File: config.mk
export PLATFORM = sky130hd
export DESIGN_NAME = eth_trigger_handshake
export DESIGN_NICKNAME = d
export VERILOG_FILES = /design/src/design/eth_pkg.sv /design/src/design/eth_trig_if.sv /design/src/design/eth_trigger_handshake.sv /design/src/design/eth_trig_filter.sv
export SDC_FILE = /design/constraint.sdc
export NUM_CORES = 1
export LEC_CHECK = 0
export ABC_CLOCK_PERIOD_IN_PS = 4300
export BUFFER_PORTS_ARGS = -buffer_cell sky130_fd_sc_hd__buf_2
export CAP_MARGIN = 20
export CORE_MARGIN = 10
export CORE_UTILIZATION = 50
export DETAILED_ROUTE_END_ITERATION = 12
export GPL_TIMING_DRIVEN = 0
export HOLD_SLACK_MARGIN = 0.15
export PLACE_DENSITY = 0.72
export SLEW_MARGIN = 25
export SYNTH_ARGS = -nofsm -noshare
export SYNTH_HDL_FRONTEND = slang
export SYNTH_HIERARCHICAL = 1
export SYNTH_SLANG_ARGS = --single-unit
File: constraint.sdc
create_clock -name aclk -period 4.3 [get_ports aclk]
set_clock_uncertainty 0.15 [all_clocks]
set_input_delay 0.86 -clock aclk [delete_from_list [all_inputs] [get_ports aclk]]
set_output_delay 0.86 -clock aclk [all_outputs]
set_load 0.02 [all_outputs]
File: src/design/eth_pkg.sv
// package of constants and types for the trigger handshake block
package eth_pkg;
  localparam int unsigned ETH_CLK_HZ = 20000000;
  localparam int unsigned ETH_CLK_NS = 50;
  localparam int unsigned ETH_MIN_PULSE_NS = 2000;
  localparam int unsigned ETH_MIN_PULSE_CYC = (ETH_MIN_PULSE_NS + ETH_CLK_NS - 1) / ETH_CLK_NS;
  // register offsets
  localparam logic [7:0] ETH_OFF_CTRL = 8'h00;
  localparam logic [7:0] ETH_OFF_ARM_CNT = 8'h04;
  localparam logic [7:0] ETH_OFF_SCAN_CNT = 8'h08;
  localparam logic [7:0] ETH_OFF_TIMING = 8'h0c;
  localparam logic [7:0] ETH_OFF_STATUS = 8'h10;
  localparam logic [7:0] ETH_OFF_CMD = 8'h14;
  // ctrl field positions
  localparam int unsigned ETH_F_ARM_SRC = 0;
  localparam int unsigned ETH_F_SCAN_SRC = 4;
  localparam int unsigned ETH_F_MEAS_SRC = 8;
  localparam int unsigned ETH_F_ARM_BYP = 12;
  localparam int unsigned ETH_F_SCAN_BYP = 13;
  localparam int unsigned ETH_F_CONT = 14;
  localparam int unsigned ETH_F_STORE = 15;
  // cmd bits
  localparam int unsigned ETH_F_MANUAL = 0;
  localparam int unsigned ETH_F_INIT = 1;
  // count 0 means infinite
  localparam logic [16:0] ETH_CNT_INF = 17'h0_0000;
  localparam logic [16:0] ETH_CNT_MAX = 17'h1_869f;
  localparam logic [16:0] ETH_RST_ARM_CNT = 17'h0_0001;
  localparam logic [16:0] ETH_RST_SCAN_CNT = 17'h0_0000;
  // continuous on, all sources immediate, no bypass
  localparam logic [15:0] ETH_RST_CTRL = 16'h4000;
  localparam logic [15:0] ETH_RST_SETTLE = 16'h0010;
  localparam logic [15:0] ETH_RST_DELAY = 16'h0000;
  localparam logic [7:0] ETH_RST_PULSE = 8'h28;
  localparam logic [15:0] ETH_RST_TIMER = 16'h0100;
  typedef enum logic [2:0] {
    ETH_SRC_IMM = 3'b000,
    ETH_SRC_EXT = 3'b001,
    ETH_SRC_MAN = 3'b010,
    ETH_SRC_TIM = 3'b011,
    ETH_SRC_HOLD = 3'b100
  } eth_src_t;
  typedef enum logic [2:0] {
    ETH_ST_IDLE = 3'b000,
    ETH_ST_ARM = 3'b001,
    ETH_ST_SCAN = 3'b010,
    ETH_ST_MEAS = 3'b011,
    ETH_ST_SETTLE = 3'b100,
    ETH_ST_PULSE = 3'b101
  } eth_state_t;
endpackage

File: src/design/eth_trig_if.sv
// interface carrying the trigger input filter result
`timescale 1ns/10ps
`default_nettype none
interface eth_trig_if;
  logic fall;
  logic level;
  modport src (output fall, output level);
  modport dst (input fall, input level);
endinterface
`default_nettype wire

File: src/design/eth_trigger_handshake.sv
// layered trigger sequencer with external trigger in and completion pulse out
// How it works
// - a trigger is the falling edge of the filtered input line
// - only layers whose source is external react to the trigger
// - completion waits for settling time plus programmed delay
// - every measurement ends with one completion pulse for all measure sources
// - scan bypass with external source pulses on each scan return
// - arm bypass with external source pulses on each arm return
// - triggered reading is taken, stored the next cycle, completion sent settle plus delay plus one cycles after the reading
// - reset: arm and scan immediate, arm count 1, scan infinite, no bypass, continuous
// - immediate arm and scan drop straight to wait in measure layer
// - bypass skips the event only on the first pass into a layer
// - arm and scan counts 1 to 99999, zero means infinite
// - hold arm source keeps the sequence out of the scan layer
//
// Design decisions made here: register access over AXI4-Lite and the register addresses.
`timescale 1ns/10ps
`default_nettype none
module eth_trigger_handshake
  import eth_pkg::*;
(
  input wire logic aclk,
  input wire logic aresetn,
  input wire logic trig_in_n,
  output logic done_out_n,
  output logic meas_start,
  output logic store_strobe,
  input wire logic [31:0] s_axi_awaddr,
  input wire logic s_axi_awvalid,
  output logic s_axi_awready,
  input wire logic [31:0] s_axi_wdata,
  input wire logic [3:0] s_axi_wstrb,
  input wire logic s_axi_wvalid,
  output logic s_axi_wready,
  output logic [1:0] s_axi_bresp,
  output logic s_axi_bvalid,
  input wire logic s_axi_bready,
  input wire logic [31:0] s_axi_araddr,
  input wire logic s_axi_arvalid,
  output logic s_axi_arready,
  output logic [31:0] s_axi_rdata,
  output logic [1:0] s_axi_rresp,
  output logic s_axi_rvalid,
  input wire logic s_axi_rready
);
  eth_trig_if trig();
  eth_trig_filter u_filt (.aclk(aclk), .aresetn(aresetn), .trig_in_n(trig_in_n), .out(trig));

  // configuration, sequencer and status registers
  logic [15:0] ctrl_r;
  logic [16:0] arm_cnt_r;
  logic [16:0] scan_cnt_r;
  logic [15:0] settle_r;
  logic [15:0] delay_r;
  logic [7:0] pulse_r;
  logic [15:0] timer_r;
  eth_state_t st_r;
  eth_state_t st_nxt;
  logic [16:0] arm_done_r;
  logic [16:0] scan_done_r;
  logic arm_first_r;
  logic scan_first_r;
  logic [16:0] wait_r;
  logic [15:0] tick_r;
  logic manual_r;
  logic init_r;
  logic ret_pulse_r;
  logic done_n_r;
  logic meas_r;
  logic store_r;
  logic [31:0] readings_r;

  wire eth_src_t arm_src = eth_src_t'(ctrl_r[ETH_F_ARM_SRC +: 3]);
  wire eth_src_t scan_src = eth_src_t'(ctrl_r[ETH_F_SCAN_SRC +: 3]);
  wire eth_src_t meas_src = eth_src_t'(ctrl_r[ETH_F_MEAS_SRC +: 3]);
  wire logic arm_byp = ctrl_r[ETH_F_ARM_BYP];
  wire logic scan_byp = ctrl_r[ETH_F_SCAN_BYP];
  wire logic cont_on = ctrl_r[ETH_F_CONT];
  wire logic tick = tick_r == timer_r;

  function automatic logic src_event(input eth_src_t s, input logic fall, input logic man,
                                     input logic tk);
    unique case (s)
      ETH_SRC_IMM: src_event = 1'b1;
      ETH_SRC_EXT: src_event = fall | man;
      ETH_SRC_MAN: src_event = man;
      ETH_SRC_TIM: src_event = tk;
      default: src_event = 1'b0;
    endcase
  endfunction

  function automatic logic cnt_more(input logic [16:0] lim, input logic [16:0] done);
    cnt_more = (lim == ETH_CNT_INF) || (17'(done + 17'h0_0001) < lim);
  endfunction

  wire logic arm_go = src_event(arm_src, trig.fall, manual_r, tick) ||
    (arm_byp && arm_first_r && arm_src != ETH_SRC_HOLD);
  wire logic scan_go = src_event(scan_src, trig.fall, manual_r, tick) ||
    (scan_byp && scan_first_r);
  wire logic meas_go = src_event(meas_src, trig.fall, manual_r, tick);
  wire logic wait_end = wait_r == 17'({1'b0, settle_r} + {1'b0, delay_r});
  wire logic pulse_end = wait_r == 17'({9'h000, pulse_r} - 17'h0_0001);
  wire logic scan_more = cnt_more(scan_cnt_r, scan_done_r);
  wire logic arm_more = cnt_more(arm_cnt_r, arm_done_r);
  wire logic scan_ret = scan_byp && scan_src == ETH_SRC_EXT && st_r == ETH_ST_PULSE &&
    pulse_end;
  wire logic arm_ret = arm_byp && arm_src == ETH_SRC_EXT && st_r == ETH_ST_PULSE &&
    pulse_end && !scan_more;

  always_comb begin
    st_nxt = st_r;
    unique case (st_r)
      ETH_ST_IDLE: if (cont_on || init_r) st_nxt = ETH_ST_ARM;
      ETH_ST_ARM: if (arm_go) st_nxt = ETH_ST_SCAN;
      ETH_ST_SCAN: if (scan_go) st_nxt = ETH_ST_MEAS;
      ETH_ST_MEAS: if (meas_go) st_nxt = ETH_ST_SETTLE;
      ETH_ST_SETTLE: if (wait_end) st_nxt = ETH_ST_PULSE;
      ETH_ST_PULSE: begin
        if (pulse_end) begin
          if (scan_more) st_nxt = ETH_ST_SCAN;
          else if (arm_more) st_nxt = ETH_ST_ARM;
          else st_nxt = ETH_ST_IDLE;
        end
      end
      default: st_nxt = ETH_ST_IDLE;
    endcase
  end

  always_ff @(posedge aclk) begin
    if (!aresetn) begin
      st_r <= ETH_ST_IDLE;
      wait_r <= 17'h0_0000;
      tick_r <= 16'h0000;
      arm_first_r <= 1'b1;
      scan_first_r <= 1'b1;
      arm_done_r <= 17'h0_0000;
      scan_done_r <= 17'h0_0000;
      ret_pulse_r <= 1'b0;
      done_n_r <= 1'b1;
      meas_r <= 1'b0;
      store_r <= 1'b0;
      readings_r <= 32'h0000_0000;
    end else begin
      st_r <= st_nxt;
      tick_r <= tick ? 16'h0000 : 16'(tick_r + 16'h0001);
      wait_r <= (st_nxt != st_r) ? 17'h0_0000 : 17'(wait_r + 17'h0_0001);
      meas_r <= st_r == ETH_ST_MEAS && meas_go;
      store_r <= meas_r && ctrl_r[ETH_F_STORE];
      if (store_r) readings_r <= 32'(readings_r + 32'h0000_0001);
      if (st_r == ETH_ST_ARM && arm_go) arm_first_r <= 1'b0;
      if (st_r == ETH_ST_SCAN && scan_go) scan_first_r <= 1'b0;
      if (st_r == ETH_ST_PULSE && pulse_end) begin
        scan_done_r <= scan_more ? 17'(scan_done_r + 17'h0_0001) : 17'h0_0000;
        if (!scan_more) arm_done_r <= arm_more ? 17'(arm_done_r + 17'h0_0001) : 17'h0_0000;
      end
      if (st_r == ETH_ST_IDLE) begin
        arm_first_r <= 1'b1;
        scan_first_r <= 1'b1;
      end
      ret_pulse_r <= scan_ret || arm_ret;
      done_n_r <= !(st_nxt == ETH_ST_PULSE || ret_pulse_r);
    end
  end
  assign done_out_n = done_n_r;
  assign meas_start = meas_r;
  assign store_strobe = store_r;

  // axi4-lite slave
  logic aw_r;
  logic w_r;
  logic [7:0] awa_r;
  logic [31:0] wd_r;
  logic bv_r;
  logic rv_r;
  logic [31:0] rd_r;
  logic [1:0] rr_r;
  logic [1:0] br_r;
  wire logic do_wr = aw_r && w_r && !bv_r;
  wire logic do_rd = s_axi_arvalid && !rv_r;
  wire logic [7:0] ra = s_axi_araddr[7:0];
  wire logic wr_ctrl = do_wr && awa_r == ETH_OFF_CTRL;
  wire logic wr_arm = do_wr && awa_r == ETH_OFF_ARM_CNT && wd_r[16:0] <= ETH_CNT_MAX;
  wire logic wr_scan = do_wr && awa_r == ETH_OFF_SCAN_CNT && wd_r[16:0] <= ETH_CNT_MAX;
  wire logic wr_tim = do_wr && awa_r == ETH_OFF_TIMING;
  wire logic wr_cmd = do_wr && awa_r == ETH_OFF_CMD;
  wire logic wr_ok = wr_ctrl || wr_arm || wr_scan || wr_tim || wr_cmd;
  wire logic [31:0] rdata = (ra == ETH_OFF_CTRL) ? {16'h0000, ctrl_r} :
    (ra == ETH_OFF_ARM_CNT) ? {15'h0000, arm_cnt_r} :
    (ra == ETH_OFF_SCAN_CNT) ? {15'h0000, scan_cnt_r} :
    (ra == ETH_OFF_TIMING) ? {delay_r, settle_r} :
    (ra == ETH_OFF_STATUS) ? {readings_r[23:0], 3'h0, trig.level, done_n_r, st_r} :
    32'h0000_0000;
  wire logic rd_ok = ra == ETH_OFF_CTRL || ra == ETH_OFF_ARM_CNT || ra == ETH_OFF_SCAN_CNT ||
    ra == ETH_OFF_TIMING || ra == ETH_OFF_STATUS || ra == ETH_OFF_CMD;

  always_ff @(posedge aclk) begin
    if (!aresetn) begin
      aw_r <= 1'b0;
      w_r <= 1'b0;
      awa_r <= 8'h00;
      wd_r <= 32'h0000_0000;
      bv_r <= 1'b0;
      br_r <= 2'b00;
      rv_r <= 1'b0;
      rd_r <= 32'h0000_0000;
      rr_r <= 2'b00;
      ctrl_r <= ETH_RST_CTRL;
      arm_cnt_r <= ETH_RST_ARM_CNT;
      scan_cnt_r <= ETH_RST_SCAN_CNT;
      settle_r <= ETH_RST_SETTLE;
      delay_r <= ETH_RST_DELAY;
      pulse_r <= ETH_RST_PULSE;
      timer_r <= ETH_RST_TIMER;
      manual_r <= 1'b0;
      init_r <= 1'b0;
    end else begin
      if (s_axi_awvalid && !aw_r) begin
        aw_r <= 1'b1;
        awa_r <= {s_axi_awaddr[7:2], 2'b00};
      end
      if (s_axi_wvalid && !w_r) begin
        w_r <= 1'b1;
        wd_r <= s_axi_wdata;
      end
      manual_r <= wr_cmd && wd_r[ETH_F_MANUAL];
      init_r <= wr_cmd && wd_r[ETH_F_INIT];
      if (do_wr) begin
        aw_r <= 1'b0;
        w_r <= 1'b0;
        bv_r <= 1'b1;
        br_r <= wr_ok ? 2'b00 : 2'b10;
      end else if (bv_r && s_axi_bready) begin
        bv_r <= 1'b0;
      end
      if (wr_ctrl) ctrl_r <= wd_r[15:0];
      if (wr_arm) arm_cnt_r <= wd_r[16:0];
      if (wr_scan) scan_cnt_r <= wd_r[16:0];
      if (wr_tim) begin
        settle_r <= wd_r[15:0];
        delay_r <= wd_r[31:16];
      end
      if (wr_cmd && wd_r[15:8] != 8'h00) pulse_r <= wd_r[15:8];
      if (wr_cmd && wd_r[31:16] != 16'h0000) timer_r <= wd_r[31:16];
      if (do_rd) begin
        rv_r <= 1'b1;
        rd_r <= rdata;
        rr_r <= rd_ok ? 2'b00 : 2'b10;
      end else if (rv_r && s_axi_rready) begin
        rv_r <= 1'b0;
      end
    end
  end
  assign s_axi_awready = !aw_r;
  assign s_axi_wready = !w_r;
  assign s_axi_bvalid = bv_r;
  assign s_axi_bresp = br_r;
  assign s_axi_arready = !rv_r;
  assign s_axi_rvalid = rv_r;
  assign s_axi_rdata = rd_r;
  assign s_axi_rresp = rr_r;
endmodule
`default_nettype wire

File: src/design/eth_trig_filter.sv
// trigger input synchroniser, glitch filter and falling edge detector
`timescale 1ns/10ps
`default_nettype none
module eth_trig_filter
  import eth_pkg::*;
#(
  parameter int unsigned MIN_CYC = ETH_MIN_PULSE_CYC
) (
  input wire logic aclk,
  input wire logic aresetn,
  input wire logic trig_in_n,
  eth_trig_if.src out
);
  logic s1_r;
  logic s2_r;
  logic filt_r;
  logic fall_r;
  logic [7:0] cnt_r;
  wire logic differs = s2_r != filt_r;
  wire logic stable = cnt_r >= 8'(MIN_CYC - 1);
  always_ff @(posedge aclk) begin
    if (!aresetn) begin
      s1_r <= 1'b1;
      s2_r <= 1'b1;
      filt_r <= 1'b1;
      fall_r <= 1'b0;
      cnt_r <= 8'h00;
    end else begin
      s1_r <= trig_in_n;
      s2_r <= s1_r;
      cnt_r <= differs ? 8'(cnt_r + 8'h01) : 8'h00;
      if (differs && stable) begin
        filt_r <= s2_r;
        cnt_r <= 8'h00;
      end
      fall_r <= differs && stable && !s2_r;
    end
  end
  assign out.fall = fall_r;
  assign out.level = filt_r;
endmodule
`default_nettype wire

Word level (Yosys, flattened, before mapping) --
Index checks and enable logic that the tools add are counted.
Cells by class: bitwise gates (word level) 4, equality and inequality tests 30, multiply operators 0, reduce and logical (&&, ||, !) cells 76, shift operators 0, magnitude comparators 4, multiplexer cells 25, div/mod/pow operators 0, add/sub/neg operators 8
Operators by type and width (number):
- $mux W32 | 5
- $add A17 B1 Y17 const B | 3
- $logic_and A1 B1 Y1 | 35
- $eq A17 B17 Y1 | 2
- $logic_not A17 Y1 | 2
- $lt A17 B17 Y1 | 2
- $mux W17 | 2
- $add A32 B1 Y32 const B | 1
- $eq A3 B2 Y1 const B | 8
- $mux W3 | 6
- $pmux W3 S6 | 1
- $add A16 B16 Y17 | 1
- $le A17 B17 Y1 const B | 1
- $add A16 B1 Y16 const B | 1
- $eq A16 B16 Y1 | 1
- $eq A8 B4 Y1 const B | 2
- $eq A8 B5 Y1 const B | 2
- $logic_not A8 Y1 | 2
- $logic_or A1 B1 Y1 | 16
- $reduce_bool A16 Y1 | 1
- $eq A3 B1 Y1 const B | 4
- $eq A6 B2 Y1 const B | 2
- $logic_not A3 Y1 | 4
- $pmux W1 S4 | 3
- other kinds (20) | 40
Storage, ports and cells: ROM bits 0, memories kept 0, bits of input ports 108, bits in writable memories 0, register bits 306, bits in latches 0, logic and storage cells 182

Logic depth before layout (Yosys ltp) --
word-level depth 10, gate-level depth with buffers 19, depth with buffers taken out 18

Modules after synthesis --
Netlist, hierarchy kept.
By module, submodules not included:
- eth_trigger_handshake | instances 1, cells each 1813, sequential area each 5685.5 um^2, area an instance 14297.5 um^2
- eth_trig_filter | instances 1, cells each 42, sequential area each 240.2 um^2, area an instance 430.4 um^2

Worst setup path before layout --
No wires, ideal clock.
kind reg-to-reg, from reg arm_done_r[0], to reg wait_r[1], required time 4034 ps, arrival time 3919 ps, setup slack 115 ps, stages on the path, launching flop included 17, path buffers 0, cell sequence dfxtp_1 > ha_1 > nand3_1 > nor3_1 > and3_1 > and3_1 > and3_1 > xor2_1 > ha_1 > a21o_1 > a21o_1 > a221oi_1 > a21oi_1 > nor3_4 > nor3_2 > a22oi_4 > and3b_1
Between the ends: cells in the longest elaborated chain, start to end 9
Ends and longest elaborated chain:
- start: declaration | RTL line eth_trigger_handshake.sv:59 | logic [16:0] arm_done_r;
- start signal: assignment | RTL line eth_trigger_handshake.sv:154 | if (!scan_more) arm_done_r <= arm_more ? 17'(arm_done_r + 17'h0_0001) : 17'h0_0000;
- $add A17 B1 Y17 | RTL line eth_trigger_handshake.sv:93 | cnt_more = (lim == ETH_CNT_INF) || (17'(done + 17'h0_0001) < lim);
- $lt A17 B17 Y1 | RTL line eth_trigger_handshake.sv:93
- $logic_or A1 B1 Y1 | RTL line eth_trigger_handshake.sv:93
- $mux W1 | RTL line eth_trigger_handshake.sv:121 | else if (arm_more) st_nxt = ETH_ST_ARM;
- $mux W2 | RTL line eth_trigger_handshake.sv:120 | if (scan_more) st_nxt = ETH_ST_SCAN;
- $mux W3 | RTL line eth_trigger_handshake.sv:119 | if (pulse_end) begin
- $pmux W3 S6 | RTL line eth_trigger_handshake.sv:112 | unique case (st_r)
- $ne A3 B3 Y1 | RTL line eth_trigger_handshake.sv:146 | wait_r <= (st_nxt != st_r) ? 17'h0_0000 : 17'(wait_r + 17'h0_0001);
- $reduce_or A2 Y1 (no line)
- end signal: assignment | RTL line eth_trigger_handshake.sv:146
- end: declaration | RTL line eth_trigger_handshake.sv:63 | logic [16:0] wait_r;
No other way between the ends. A chain may end at the register's enable or synchronous reset.

Worst setup path after layout --
from reg arm_done_r[1], to reg wait_r[1]
The elaborated chain is that of the path after synthesis.

==> impl_results.md <==
- Status: complete, no violations
- PwrDens: 369 mW/mm^2
- Max Slew Vio Count: 0
- Pre-antenna DRT Iters: 5
- Die area: 0.0367 mm^2
- Ys async rst share: 0%
- First-pass GRT wire length: 72.4 mm
- Crit path kind: reg2reg
- Hpwl dp: about 35 mm
- CTS tree: yes
- CP Data Required Time: 4.62 ns
- Post-synthesis register bit count: 296
- Vias: 13,900
- Crit path launch type: flip-flop
- Initial Util: between 50 and 60%
- Relative max-transition margin: 29.1%
- Fin nets: 2,154
- CTS Sinks: slightly below 300
- Sw frac: 24.6%
- Grt total ovfl: 0
- Fmax: 245 MHz
- R2R depth: 16
- Rows: 62
- Top FF cell, synth: dfxtp_1
- Clock Tree Root: clkbuf_16
- Total GRT Usage: 24.7%
- Depth of the worst hold-timing path: 1
- IO Count: approximately 150
- Drt via density: 5.81
- Placer Congestion: 1.03
- Post-Syn Area: 0.0147 mm^2
- Crit end category: flip-flop
- Synth Instances: 1,855
- Core area: 0.0289 mm^2
- Mean Syn Cell Area: approximately 7.9 um^2
- Power, Total: 6.27 mW
- Clk slew on worst S/H paths: 0.06 ns
- Leak pwr: around 7 nW
- Number of synthesized flops with an enable pin: 0
- Layout cells sized above 1: 10.4%
- Port-buffer cells: 95
- Hold_buf cts: 0
- Hold Crit Class: reg2reg
- Clock share of power: 46.4%
- Chip height: 192 um
- Internal Pwr Total: approximately 4.7 mW
- Worst-Skew Late Latency: ~0.57 ns
- Initial antenna violation count: 1
- Setup-failing EPs final: 0
- Post-synthesis cell type count: 66
- H-tree Lvls: 1
- Placed Area: 0.0157 mm^2
- Max Buffers Root-to-Sink: 3
- CTS Buf Count: 31
- Max-cap violations: 0
- Vias in the first global route: about 13,000
- Die Width: 192 um
- WL/cell: 19.6 um
- Detailed Route Iter0 Violations: ~1,300
- Crit share post-route: 95.1%
- Reg power frac: 45.7%
- Sw Pwr: 1.54 mW
- Layout area overhead: 15.3%
- Sequential share of the synthesized area: 40.2%
- Worst-margin pin slew: 1.06 ns
- Critical Path AT: about 4.4 ns
- Number of remaining DRC errors: 0
- Worst reg2reg setup slack: 0.21 ns
- Post-route cell area: between 0.015 and 0.02 mm^2
- Post-route antenna net violation count: 0
- Tmin final: about 4.1 ns
- Crit-path max FO: 8
- Gate power share: 7.9%
- DRT Wirelength: 47.1 mm
- Max VDD drop: ~0.34 mV
- Hold Fails Final Rpt: 0
- Synth Warn #: 6
- Largest net degree at the start of global routing: 18
## Yosys cell counts, types with 12 or more instances
cell	count	area (um^2)
and3_1	41	257
dfxtp_1	296	5930
nor4_1	27	169
a22oi_1	52	390
nor3_1	34	170
nand3b_1	23	173
inv_1	54	203
nor2_1	220	826
o21ai_0	50	250
a21oi_1	213	1070
nand4_1	26	163
clkbuf_1	94	353
xor2_1	79	692
nand2_1	289	1080
a21o_1	12	90.1
ha_1	55	688
xnor2_1	50	438
nor2b_1	21	131
nand3_1	51	255
mux2i_1	40	400
## per-layer routing
metal / vias to the layer above / part of all wire [%] / routed length [um] / GRT usage, %
met5: - / 0 / 0 / 0
met4: 0 / 3.7 / 1730 / 8.17
met3: 121 / 7.5 / 3530 / 4.72
met2: 501 / 47 / 22400 / 42.0
met1: 6637 / 41 / 19500 / 30.7
li1: 6678 / - / - / -
## power by group through the flow
stage                     clock network, mW  logic, mW  registers [mW]
after global placement                    0      0.457            2.92
final                                  2.91      0.498            2.86
after CTS                              2.93      0.477            2.86
after floorplan                           0      0.305            2.90
after global routing                   3.04      0.545            2.87
after detailed placement                  0      0.466            2.92
## worst max-delay path, cell delays in order (launching register included)
cell and delay, ns:
dfxtp_2 0.38, and3_4 0.21, and4_4 0.27, and3_2 0.23, and3_2 0.24, and3_2 0.26, nand3_1 0.14, xnor2_2 0.17
ha_1 0.30, and4_1 0.22, a221oi_2 0.25, a21oi_2 0.08, buf_4 0.18, nor3_4 0.28, nor3_2 0.10, a22oi_4 0.31
and3b_1 0.22
## cell type report
type | count | area, um^2
flip-flops and latches | 296 | 5930
plain buffers | 107 | 437
diodes | 1 | 2.50
multi-input cells | 1398 | 8300
clock inverters | 17 | 243
fillers | 2664 | 11900
well taps | 384 | 480
repair buffers | 102 | 532
inverters | 54 | 203
clock buffers | 39 | 856
## through the flow
step	std cells	util, %	hold slack, ns	TNS [ns]	worst slack (ns)
2_1_floorplan	1857	-	0.236	0	0.115
3_3_place_gp	2336	54.4	0.242	-28.99	-0.832
3_5_place_dp	2336	54.4	0.245	-31.89	-0.881
4_1_cts	2395	58.5	0.261	0	0.0259
5_1_grt	2397	58.8	0.270	-0.0758	-0.0141
6_report	2398	58.9	0.257	0	0.211
## layout by cell type, fill, tap and decap left out, drive strengths merged, types with 4 or more instances in the layout
cell type and instances:
and2 6, nand2 289, a221oi 5, dfxtp 296
nor2b 21, o21a 5, buf 117, o211ai 9
nand4 26, a21oi 213, nor3 36, a31oi 4
bufinv 6, and3 41, nand2b 10, conb 4
o2111ai 5, clkinv 10, or4 4, nand3b 23
and4 6, xor2 79, o21ai 50, nor4 27
nand3 51, ha 55, xnor2 50, a22o 4
a22oi 53, clkbuf 131, or3 5, a211oi 8
a21o 12, nor2 221, inv 55, mux2i 40
## sequential cells by signal (all words and copies together), names as in the netlist, 3 cells and up
name	cells
ctrl_r	16
wait_r	17
scan_done_r	17
settle_r	16
delay_r	16
s_axi_rdata	32
readings_r	24
st_r	3
u_filt/cnt_r	8
timer_r	16
arm_done_r	17
tick_r	16
awa_r	6
arm_cnt_r	17
scan_cnt_r	17
pulse_r	8
wd_r	32
## final timing paths
path	to	startpoint
max	wait_r[1]	arm_done_r[1]
min	u_filt/s2_r	u_filt/s1_r
max reg2reg	wait_r[1]	arm_done_r[1]
min reg2reg	u_filt/s2_r	u_filt/s1_r
## timing repair
action | CTS | global route
resized for setup | 16 | 31
cloned | 0 | 1
pin swaps | 4 | 3
setup buffers | 5 | 1
endpoints found under the setup margin | 49 | 49
## kinds of logic after synthesis
| logic type | synth area share, % |
|---|---|
| buf+inv | 4.34 |
| compound gates | 15.9 |
| flops | 40.2 |
| fa+ha+maj | 4.81 |
| xor+xnor | 7.67 |
| simple gates | 24.2 |
| other cells | 0.0510 |
| mux | 2.72 |
(Power assumes the default switching activity.)
